`src/inc/bcdu_regs.vh`:
```
`ifndef BCDU_REGS_VH
`define BCDU_REGS_VH

// Register byte offsets on the Avalon-MM slave
`define BCDU_OFS_ACC 6'h00
`define BCDU_OFS_AUX 6'h04
`define BCDU_OFS_STATUS_WORD_LOW_HALF 6'h08
`define BCDU_OFS_STATUS_WORD_HIGH_HALF 6'h0C
`define BCDU_OFS_SADDR 6'h10
`define BCDU_OFS_SFR 6'h14
`define BCDU_OFS_CMD 6'h18
`define BCDU_OFS_STAT 6'h1C

// Reset values
`define BCDU_RST_BYTE 8'h00
`define BCDU_RST_CMD 12'h000

// Low status-word half bit positions
`define BCDU_PSW_S 7
`define BCDU_PSW_Z 6
`define BCDU_PSW_AC 4
`define BCDU_PSW_PV 2
`define BCDU_PSW_CY 0
`define BCDU_PSW_CY_POS 3'h0

// Command word field layout
`define BCDU_CMD_OP_HI 3
`define BCDU_CMD_OP_LO 0
`define BCDU_CMD_BIT_HI 6
`define BCDU_CMD_BIT_LO 4
`define BCDU_CMD_SP_HI 9
`define BCDU_CMD_SP_LO 7
`define BCDU_CMD_INV 10
`define BCDU_CMD_DIR 11
`define BCDU_CMD_W 12

// Operation codes
`define BCDU_OP_NOP 4'h0
`define BCDU_OP_ADJ_ADD 4'h1
`define BCDU_OP_ADJ_SUB 4'h2
`define BCDU_OP_SIGN_EXT 4'h3
`define BCDU_OP_MOVE 4'h4
`define BCDU_OP_AND 4'h5
`define BCDU_OP_OR 4'h6
`define BCDU_OP_XOR 4'h7
`define BCDU_OP_SET 4'h8
`define BCDU_OP_CLR 4'h9
`define BCDU_OP_INV 4'hA

// Bit operand spaces
`define BCDU_SP_SADDR 3'h0
`define BCDU_SP_SFR 3'h1
`define BCDU_SP_ACC 3'h2
`define BCDU_SP_AUX 3'h3
`define BCDU_SP_STATUS_WORD_HIGH_HALF 3'h4
`define BCDU_SP_STATUS_WORD_LOW_HALF 3'h5
`define BCDU_SP_CY 3'h6

// Decimal adjustment and sign-extension constants
`define BCDU_FIX_LO 8'h06
`define BCDU_FIX_HI 8'h60
`define BCDU_FIX_BOTH 8'h66
`define BCDU_NIB_LIMIT 4'h9
`define BCDU_NIB_TEN 4'hA
`define BCDU_EXT_NEG 8'hFF
`define BCDU_EXT_POS 8'h00

`endif

```
`src/rtl/bcdu_core.v`:
```
`timescale 1ns/1ps
`include "bcdu_regs.vh"

module bcdu_core #(
  parameter ADDR_W = 6
) (
  input wire mclk,
  input wire nrst,
  input wire [ADDR_W-1:0] avs_address,
  input wire avs_read,
  input wire avs_write,
  input wire [31:0] avs_writedata,
  output reg [31:0] avs_readdata,
  output reg avs_waitrequest,
  output reg intAckBlock
);

  reg [7:0] acc_q;
  reg [7:0] aux_q;
  reg [7:0] status_word_low_half_q;
  reg [7:0] status_word_high_half_q;
  reg [7:0] saddr_q;
  reg [7:0] sfr_q;
  reg [`BCDU_CMD_W-1:0] cmd_q;

  reg [7:0] acc_d;
  reg [7:0] aux_d;
  reg [7:0] status_word_low_half_d;
  reg [7:0] status_word_high_half_d;
  reg [7:0] saddr_d;
  reg [7:0] sfr_d;
  reg intAckBlock_d;

  // Bus handshake: one wait cycle, then the access completes on the edge
  // where waitrequest is seen low.
  wire busReq = avs_read | avs_write;
  wire accessDone = busReq & ~avs_waitrequest;
  wire wrDone = avs_write & accessDone;
  wire cmdExec = wrDone & (avs_address == `BCDU_OFS_CMD);

  wire [`BCDU_CMD_W-1:0] cmdWord = avs_writedata[`BCDU_CMD_W-1:0];
  wire [3:0] opCode = cmdWord[`BCDU_CMD_OP_HI:`BCDU_CMD_OP_LO];
  wire [2:0] bitSel = cmdWord[`BCDU_CMD_BIT_HI:`BCDU_CMD_BIT_LO];
  wire [2:0] space = cmdWord[`BCDU_CMD_SP_HI:`BCDU_CMD_SP_LO];
  wire invSrc = cmdWord[`BCDU_CMD_INV];
  wire toCarry = ~cmdWord[`BCDU_CMD_DIR];

  wire carryIn = status_word_low_half_q[`BCDU_PSW_CY];
  wire auxCarryIn = status_word_low_half_q[`BCDU_PSW_AC];

  // Decimal adjust after addition
  wire [3:0] loNib = acc_q[3:0];
  wire [3:0] hiNib = acc_q[7:4];
  wire loFixAdd = (loNib >= `BCDU_NIB_TEN) | auxCarryIn;
  wire hiFixAdd = carryIn | (hiNib >= `BCDU_NIB_TEN) |
    ((loNib >= `BCDU_NIB_TEN) & (hiNib >= `BCDU_NIB_LIMIT));
  reg [7:0] addFix;
  always @* begin
    case ({hiFixAdd, loFixAdd})
      2'b01: addFix = `BCDU_FIX_LO;
      2'b10: addFix = `BCDU_FIX_HI;
      2'b11: addFix = `BCDU_FIX_BOTH;
      default: addFix = `BCDU_RST_BYTE;
    endcase
  end
  wire [7:0] adjAddRes = acc_q + addFix;

  // Decimal adjust after subtraction; flags only choose the correction
  reg [7:0] subFix;
  always @* begin
    case ({carryIn, auxCarryIn})
      2'b01: subFix = `BCDU_FIX_LO;
      2'b10: subFix = `BCDU_FIX_HI;
      2'b11: subFix = `BCDU_FIX_BOTH;
      default: subFix = `BCDU_RST_BYTE;
    endcase
  end
  wire [7:0] adjSubRes = acc_q - subFix;

  // Byte operand chosen by the command's space field
  reg [7:0] opByte;
  always @* begin
    case (space)
      `BCDU_SP_SADDR: opByte = saddr_q;
      `BCDU_SP_SFR: opByte = sfr_q;
      `BCDU_SP_ACC: opByte = acc_q;
      `BCDU_SP_AUX: opByte = aux_q;
      `BCDU_SP_STATUS_WORD_HIGH_HALF: opByte = status_word_high_half_q;
      `BCDU_SP_STATUS_WORD_LOW_HALF: opByte = status_word_low_half_q;
      default: opByte = {7'h00, carryIn};
    endcase
  end
  wire isCySpace = (space == `BCDU_SP_CY);
  wire rawBit = isCySpace ? carryIn : opByte[bitSel];
  // Inversion only feeds AND and OR; the stored operand is never rewritten
  wire logicSrc = rawBit ^ invSrc;

  // New value of the addressed bit for the write-back forms
  reg wrBit;
  reg wrEn;
  always @* begin
    wrBit = rawBit;
    wrEn = 1'b0;
    case (opCode)
      `BCDU_OP_MOVE: begin
        wrBit = carryIn;
        wrEn = ~toCarry;
      end
      `BCDU_OP_SET: begin
        wrBit = 1'b1;
        wrEn = 1'b1;
      end
      `BCDU_OP_CLR: begin
        wrBit = 1'b0;
        wrEn = 1'b1;
      end
      `BCDU_OP_INV: begin
        wrBit = ~rawBit;
        wrEn = 1'b1;
      end
      default: begin
        wrBit = rawBit;
        wrEn = 1'b0;
      end
    endcase
  end

  // Carry result for the carry-destination forms
  reg cyNew;
  reg cyEn;
  always @* begin
    cyNew = carryIn;
    cyEn = 1'b0;
    case (opCode)
      `BCDU_OP_MOVE: begin
        cyNew = rawBit;
        cyEn = toCarry;
      end
      `BCDU_OP_AND: begin
        cyNew = carryIn & logicSrc;
        cyEn = 1'b1;
      end
      `BCDU_OP_OR: begin
        cyNew = carryIn | logicSrc;
        cyEn = 1'b1;
      end
      `BCDU_OP_XOR: begin
        cyNew = carryIn ^ rawBit;
        cyEn = 1'b1;
      end
      default: begin
        cyNew = carryIn;
        cyEn = 1'b0;
      end
    endcase
  end

  // Targeting the carry space writes bit zero of the low status half
  wire [2:0] wrPos = isCySpace ? `BCDU_PSW_CY_POS : bitSel;
  wire [2:0] wrSpace = isCySpace ? `BCDU_SP_STATUS_WORD_LOW_HALF : space;
  wire writesPsw = wrEn & ((wrSpace == `BCDU_SP_STATUS_WORD_LOW_HALF) | (wrSpace == `BCDU_SP_STATUS_WORD_HIGH_HALF));
  wire writesCtl = wrEn & (wrSpace == `BCDU_SP_SFR);

  function [7:0] setBit;
    input [7:0] val;
    input [2:0] pos;
    input b;
    begin
      setBit = val;
      setBit[pos] = b;
    end
  endfunction

  function [7:0] adjFlags;
    input [7:0] program_status_word;
    input [7:0] res;
    input cy;
    input ac;
    begin
      adjFlags = program_status_word;
      adjFlags[`BCDU_PSW_S] = res[7];
      adjFlags[`BCDU_PSW_Z] = (res == `BCDU_RST_BYTE);
      adjFlags[`BCDU_PSW_PV] = ~^res;
      adjFlags[`BCDU_PSW_AC] = ac;
      adjFlags[`BCDU_PSW_CY] = cy;
    end
  endfunction

  // Next-state of the datapath registers
  always @* begin
    acc_d = acc_q;
    aux_d = aux_q;
    status_word_low_half_d = status_word_low_half_q;
    status_word_high_half_d = status_word_high_half_q;
    saddr_d = saddr_q;
    sfr_d = sfr_q;
    if (wrDone) begin
      case (avs_address)
        `BCDU_OFS_ACC: acc_d = avs_writedata[7:0];
        `BCDU_OFS_AUX: aux_d = avs_writedata[7:0];
        `BCDU_OFS_STATUS_WORD_LOW_HALF: status_word_low_half_d = avs_writedata[7:0];
        `BCDU_OFS_STATUS_WORD_HIGH_HALF: status_word_high_half_d = avs_writedata[7:0];
        `BCDU_OFS_SADDR: saddr_d = avs_writedata[7:0];
        `BCDU_OFS_SFR: sfr_d = avs_writedata[7:0];
        default: acc_d = acc_q;
      endcase
    end
    if (cmdExec) begin
      case (opCode)
        `BCDU_OP_ADJ_ADD: begin
          acc_d = adjAddRes;
          status_word_low_half_d = adjFlags(status_word_low_half_q, adjAddRes, hiFixAdd, loFixAdd);
        end
        `BCDU_OP_ADJ_SUB: begin
          acc_d = adjSubRes;
          status_word_low_half_d = adjFlags(status_word_low_half_q, adjSubRes, carryIn, auxCarryIn);
        end
        `BCDU_OP_SIGN_EXT: begin
          // Flags are not touched here
          aux_d = acc_q;
          acc_d = acc_q[7] ? `BCDU_EXT_NEG : `BCDU_EXT_POS;
        end
        default: begin
          if (cyEn) begin
            status_word_low_half_d = setBit(status_word_low_half_q, `BCDU_PSW_CY_POS, cyNew);
          end
          if (wrEn) begin
            case (wrSpace)
              `BCDU_SP_SADDR: saddr_d = setBit(saddr_q, wrPos, wrBit);
              `BCDU_SP_SFR: sfr_d = setBit(sfr_q, wrPos, wrBit);
              `BCDU_SP_ACC: acc_d = setBit(acc_q, wrPos, wrBit);
              `BCDU_SP_AUX: aux_d = setBit(aux_q, wrPos, wrBit);
              `BCDU_SP_STATUS_WORD_HIGH_HALF: status_word_high_half_d = setBit(status_word_high_half_q, wrPos, wrBit);
              default: status_word_low_half_d = setBit(status_word_low_half_q, wrPos, wrBit);
            endcase
          end
        end
      endcase
    end
  end

  // Interrupt acknowledge block: raised by a status word or control register
  // bus write, dropped once the next instruction has executed. A command whose bit
  // write-back lands in them keeps the block raised, so the set wins.
  wire pswBusWrite = wrDone &
    ((avs_address == `BCDU_OFS_STATUS_WORD_LOW_HALF) | (avs_address == `BCDU_OFS_STATUS_WORD_HIGH_HALF) |
    (avs_address == `BCDU_OFS_SFR));
  wire pswCmdWrite = cmdExec & (writesPsw | writesCtl);
  always @* begin
    intAckBlock_d = intAckBlock;
    if (cmdExec) begin
      intAckBlock_d = 1'b0;
    end
    if (pswBusWrite | pswCmdWrite) begin
      intAckBlock_d = 1'b1;
    end
  end

  // Read mux; unmapped offsets read zero
  reg [31:0] rdMux;
  always @* begin
    case (avs_address)
      `BCDU_OFS_ACC: rdMux = {24'h000000, acc_q};
      `BCDU_OFS_AUX: rdMux = {24'h000000, aux_q};
      `BCDU_OFS_STATUS_WORD_LOW_HALF: rdMux = {24'h000000, status_word_low_half_q};
      `BCDU_OFS_STATUS_WORD_HIGH_HALF: rdMux = {24'h000000, status_word_high_half_q};
      `BCDU_OFS_SADDR: rdMux = {24'h000000, saddr_q};
      `BCDU_OFS_SFR: rdMux = {24'h000000, sfr_q};
      `BCDU_OFS_CMD: rdMux = {20'h00000, cmd_q};
      `BCDU_OFS_STAT: rdMux = {31'h00000000, intAckBlock};
      default: rdMux = 32'h00000000;
    endcase
  end

  always @(posedge mclk) begin
    if (!nrst) begin
      acc_q <= `BCDU_RST_BYTE;
      aux_q <= `BCDU_RST_BYTE;
      status_word_low_half_q <= `BCDU_RST_BYTE;
      status_word_high_half_q <= `BCDU_RST_BYTE;
      saddr_q <= `BCDU_RST_BYTE;
      sfr_q <= `BCDU_RST_BYTE;
      cmd_q <= `BCDU_RST_CMD;
      intAckBlock <= 1'b0;
      avs_waitrequest <= 1'b1;
      avs_readdata <= 32'h00000000;
    end else begin
      acc_q <= acc_d;
      aux_q <= aux_d;
      status_word_low_half_q <= status_word_low_half_d;
      status_word_high_half_q <= status_word_high_half_d;
      saddr_q <= saddr_d;
      sfr_q <= sfr_d;
      intAckBlock <= intAckBlock_d;
      if (cmdExec) begin
        cmd_q <= cmdWord;
      end
      // Waitrequest drops for exactly one cycle per request; read data is
      // captured then so it stands at the completing edge.
      if (busReq & avs_waitrequest) begin
        avs_waitrequest <= 1'b0;
        if (avs_read) begin
          avs_readdata <= rdMux;
        end
      end else begin
        avs_waitrequest <= 1'b1;
      end
    end
  end

endmodule // bcdu_core

```
`config.mk`:
```
export PLATFORM = sky130hd
export DESIGN_NAME = bcdu_core
export DESIGN_NICKNAME = d
export VERILOG_FILES = /design/src/rtl/bcdu_core.v
export VERILOG_INCLUDE_DIRS = /design/src /design/src/inc
export SDC_FILE = /design/constraint.sdc
export NUM_CORES = 1
export LEC_CHECK = 0
export BUFFER_PORTS_ARGS = -buffer_cell sky130_fd_sc_hd__buf_2
export CORE_ASPECT_RATIO = 0.9
export CORE_UTILIZATION = 32
export CTS_BUF_LIST = sky130_fd_sc_hd__clkbuf_8
export DETAILED_ROUTE_END_ITERATION = 8
export PLACE_DENSITY = 0.5
export SYNTH_ARGS = -nofsm -noshare
export SYNTH_HDL_FRONTEND = slang
export SYNTH_SLANG_ARGS = --single-unit
```
`constraint.sdc`:
```
create_clock -name mclk -period 3.9 [get_ports mclk]
set_clock_uncertainty 0.05 [all_clocks]
set_input_delay 1.17 -clock mclk [delete_from_list [all_inputs] [get_ports mclk]]
set_output_delay 1.17 -clock mclk [all_outputs]
set_load 0.05 [all_outputs]
```
==> implementation parameters <==
Parameter                              Value

Route
  Total routed wirelength    26.5 mm
  Remaining routing DRC violations    0
  Vias per cell    6.08
  Routed vias    7267
  Detail Route Antenna Nets    0
  Initial detailed-routing violation count    933
  Average wire length per cell after detail routing    22.2 um
  TritonRoute pass-1 iters    8

Clock network
  Hold buffers post-CTS    0
  CTS tree    built
  Root Buffer Master    clkbuf_8
  Number of buffers inserted during clock tree synthesis    9
  Total number of clock tree sinks    74
  Clock latency at the later pin of the worst-skew pair    390 ps
  Clock slew at the register clock pins of the worst setup and hold paths    90 ps
  Maximum level of the CTS H-tree    3
  Maximum number of buffers from clock root to sink    2

Yosys
  Leading post-synthesis cells by instance count    125 x nand2_1, 109 x a21oi_1, 74 x dfxtp_1
  Synthesized flop and latch total    74
  Commonest register cell after synthesis    dfxtp_1
  Area contributors post-synth    dfxtp_1 24%, a21oi_1 8.7%, nand2_1 7.5%, o21ai_0 4.6%, a22oi_1 4.0%
  Mean area per synthesized cell    7.10 um^2
  Library cell with the highest instance count after synthesis    nand2_1
  Async set-or-reset flop fraction in the synthesized netlist    0
  Share of the yosys chip area belonging to registers    0.237
  Combined area of all synthesized cells    0.00626 mm^2
  Count of flip-flops with a built-in enable after synthesis    0
  Number of warning messages in the yosys log    0
  Synth cell types    72
  Synthesized instance count    881
  Portion of synthesized cell area occupied by the leading cell type    0.237
  Cell taking the most area after synthesis    dfxtp_1

Global route
  Via count of the first global-routing pass    6755
  Number of antenna violations at the first check in global routing    0
  Total track usage    0.269
  Largest net degree at the start of global routing    44
  Wire length of the first global-routing pass    40.7 mm
  Overflow left after global routing    0

Pwr
  Part of the total power dissipated in sequential elements    0.402
  Cell-internal power    1290 uW
  Part of the total power dissipated in the clock network    0.413
  Worst VDD drop    142 uV
  Switching power summed over all nets    602 uW
  Standby leakage power    0.00276 uW
  Overall Power    1890 uW
  Switching share of power    0.318
  Power per cell area    260 mW/mm^2
  Part of the total power dissipated in combinational logic    0.185

Setup path
  Endpoint required time on the critical path    4160 ps
  Data arrival time of the worst path    3820 ps
  Crit-path max FO    29
  Type of destination of the critical path    flip-flop
  Critical path class    input pin to flip-flop
  Nature of the critical path startpoint    input pin

STA
  RSZ-0062 raised after global routing    no
  Final worst setup slack    337 ps
  Peak clock frequency supported by timing    281 MHz
  Final Hold Vio Count    0
  Pins Over Slew Limit    0
  Final period utilization    0.914
  Final setup viols    0
  Slew at the pin closest to its max-slew limit    784 ps
  Normalized max-slew margin    0.473
  Minimum clock period after layout    3560 ps

Die
  Vertical extent of the die    135 um
  Die area    0.0201 mm^2
  Starting density of the core    0.327
  Core Footprint    0.0192 mm^2
  Die span in x    149 um
  Number of placement rows    48
  I/O pin total    76

Cells and area
  Filler instances    2050
  FF+latch area    0.00148 mm^2
  Layout overhead on the synthesized area    16.3%
  Post-route core utilization    0.380
  Post-route cell area    0.00728 mm^2
  Footprint of the multi-input gates    0.00430 mm^2
  Net count reported at finish    1000
  Fraction of final layout cells sized beyond drive strength 1    0.166
  Antenna Diode Count    0
  Final std cells w/o fill    1195

Run
  Number of violations of the max-capacitance limit    0

Placed design
  Placed wire-length estimate    19.9 mm
  Post-Place Cell Area    0.00703 mm^2
  Count of port buffers added during placement    35
  Worst slack, placed    -48.6 ps
  Number of placed instances, taps included    1179
  Weighted congestion reported at the end of routability-driven placement    0.949

Run status
  Run status    finished clean

Hold path
  HP Class    flip-flop to flip-flop
[critical path, stage by stage]
cell,delay (ps)
buf_2,260
buf_4,230
mux2_2,340
a21oi_1,180
o221ai_1,130
nand3_1,110
o211ai_1,200
a31o_1,310
a211oi_4,250
buf_12,240
nand2_1,100
buf_4,170
a21oi_1,120
[cells in the final DEF, fill, tap and decap left out, types with 4 or more instances in the layout]
cell / n
buf_2: 35
o21ai_0: 57
ha_1: 16
clkbuf_8: 9
nand4_1: 8
nor3_1: 21
buf_4: 87
conb_1: 20
a22oi_1: 33
nor2b_1: 7
a31oi_1: 17
xnor2_1: 9
a221oi_1: 9
xor2_1: 7
o31ai_1: 5
and3_1: 11
o221ai_1: 25
dfxtp_1: 73
a21oi_1: 109
a22o_1: 4
mux2i_1: 19
a222oi_1: 8
inv_1: 18
nand2_1: 125
a211oi_1: 8
nand3_1: 44
nand2b_1: 10
and2_1: 10
nor2_1: 51
mux2_2: 9
[cell type report]
type                            instances  share of cell area
Multi-Input combinational cell        711               0.592
Inverter                               21              0.0108
Clock inverter                          7              0.0172
Clock buffer                            9              0.0170
Timing Repair Buffer                  123               0.117
Sequential cell                        74               0.204
Tap cell                              250              0.0430
[worst paths after layout]
check	from	to	cells after the start	slack [ps]
worst max-delay path	avs_writedata[8]	saddr_q[1]$_SDFFE_PN0P_	13	340
worst min-delay path	avs_readdata[9]$_SDFFE_PN0P_	avs_readdata[9]$_SDFFE_PN0P_	2	400
worst max register to register	acc_q[2]$_SDFFE_PN0P_	status_word_low_half_q[2]$_SDFFE_PN0P_	18	370
worst min register to register	avs_readdata[9]$_SDFFE_PN0P_	avs_readdata[9]$_SDFFE_PN0P_	2	400
[state kept, by name, indices dropped and copies added (netlist names)]
register / cells
saddr_q: 8
avs_waitrequest: 1
status_word_low_half_q: 8
cmd_q: 12
sfr_q: 8
intAckBlock: 1
acc_q: 8
avs_readdata: 12
status_word_high_half_q: 8
aux_q: 8
[stage by stage]
step           hold slack [ps]  TNS [ps]
2_1_floorplan              387         0
3_3_place_gp               389     -48.7
3_5_place_dp               396      -246
4_1_cts                    409         0
5_1_grt                    435         0
6_report                   405         0
[logic make-up after synthesis]
logic type,count (synthesis),share of synthesized area
compound gates,319,0.333
xor+xnor,16,0.0224
fa+ha+maj,18,0.0384
buf+inv,115,0.0866
flops,74,0.237
mux,31,0.0544
other cells,1,0.000599
simple gates,307,0.228
[per-layer routing]
| metal | GRT usage | share of wire | vias to the layer above |
|---|---|---|---|
| met2 | 0.393 | 0.42 | 370 |
| met1 | 0.386 | 0.46 | 3469 |
| li1 | - | - | 3360 |
| met5 | 0 | 0 | - |
| met3 | 0.0503 | 0.088 | 68 |
| met4 | 0.108 | 0.036 | 0 |
[timing repair]
action / 4_1_cts / 5_1_grt
buffers inserted: 0 / 0
endpoints found under the setup margin: 0 / 1
endpoints found under the hold margin: 0 / 0
gates resized for setup: 0 / 1
[power by group through the flow]
stage               combinational, uW  clock (uW)  sequential (uW)
floorplan                         222           0              781
global placement                  342           0              778
detailed placement                340           0              778
CTS                               341         793              761
global route                      369         823              761
finish                            350         780              761
No activity file was read; power rests on OpenSTA's default activity.
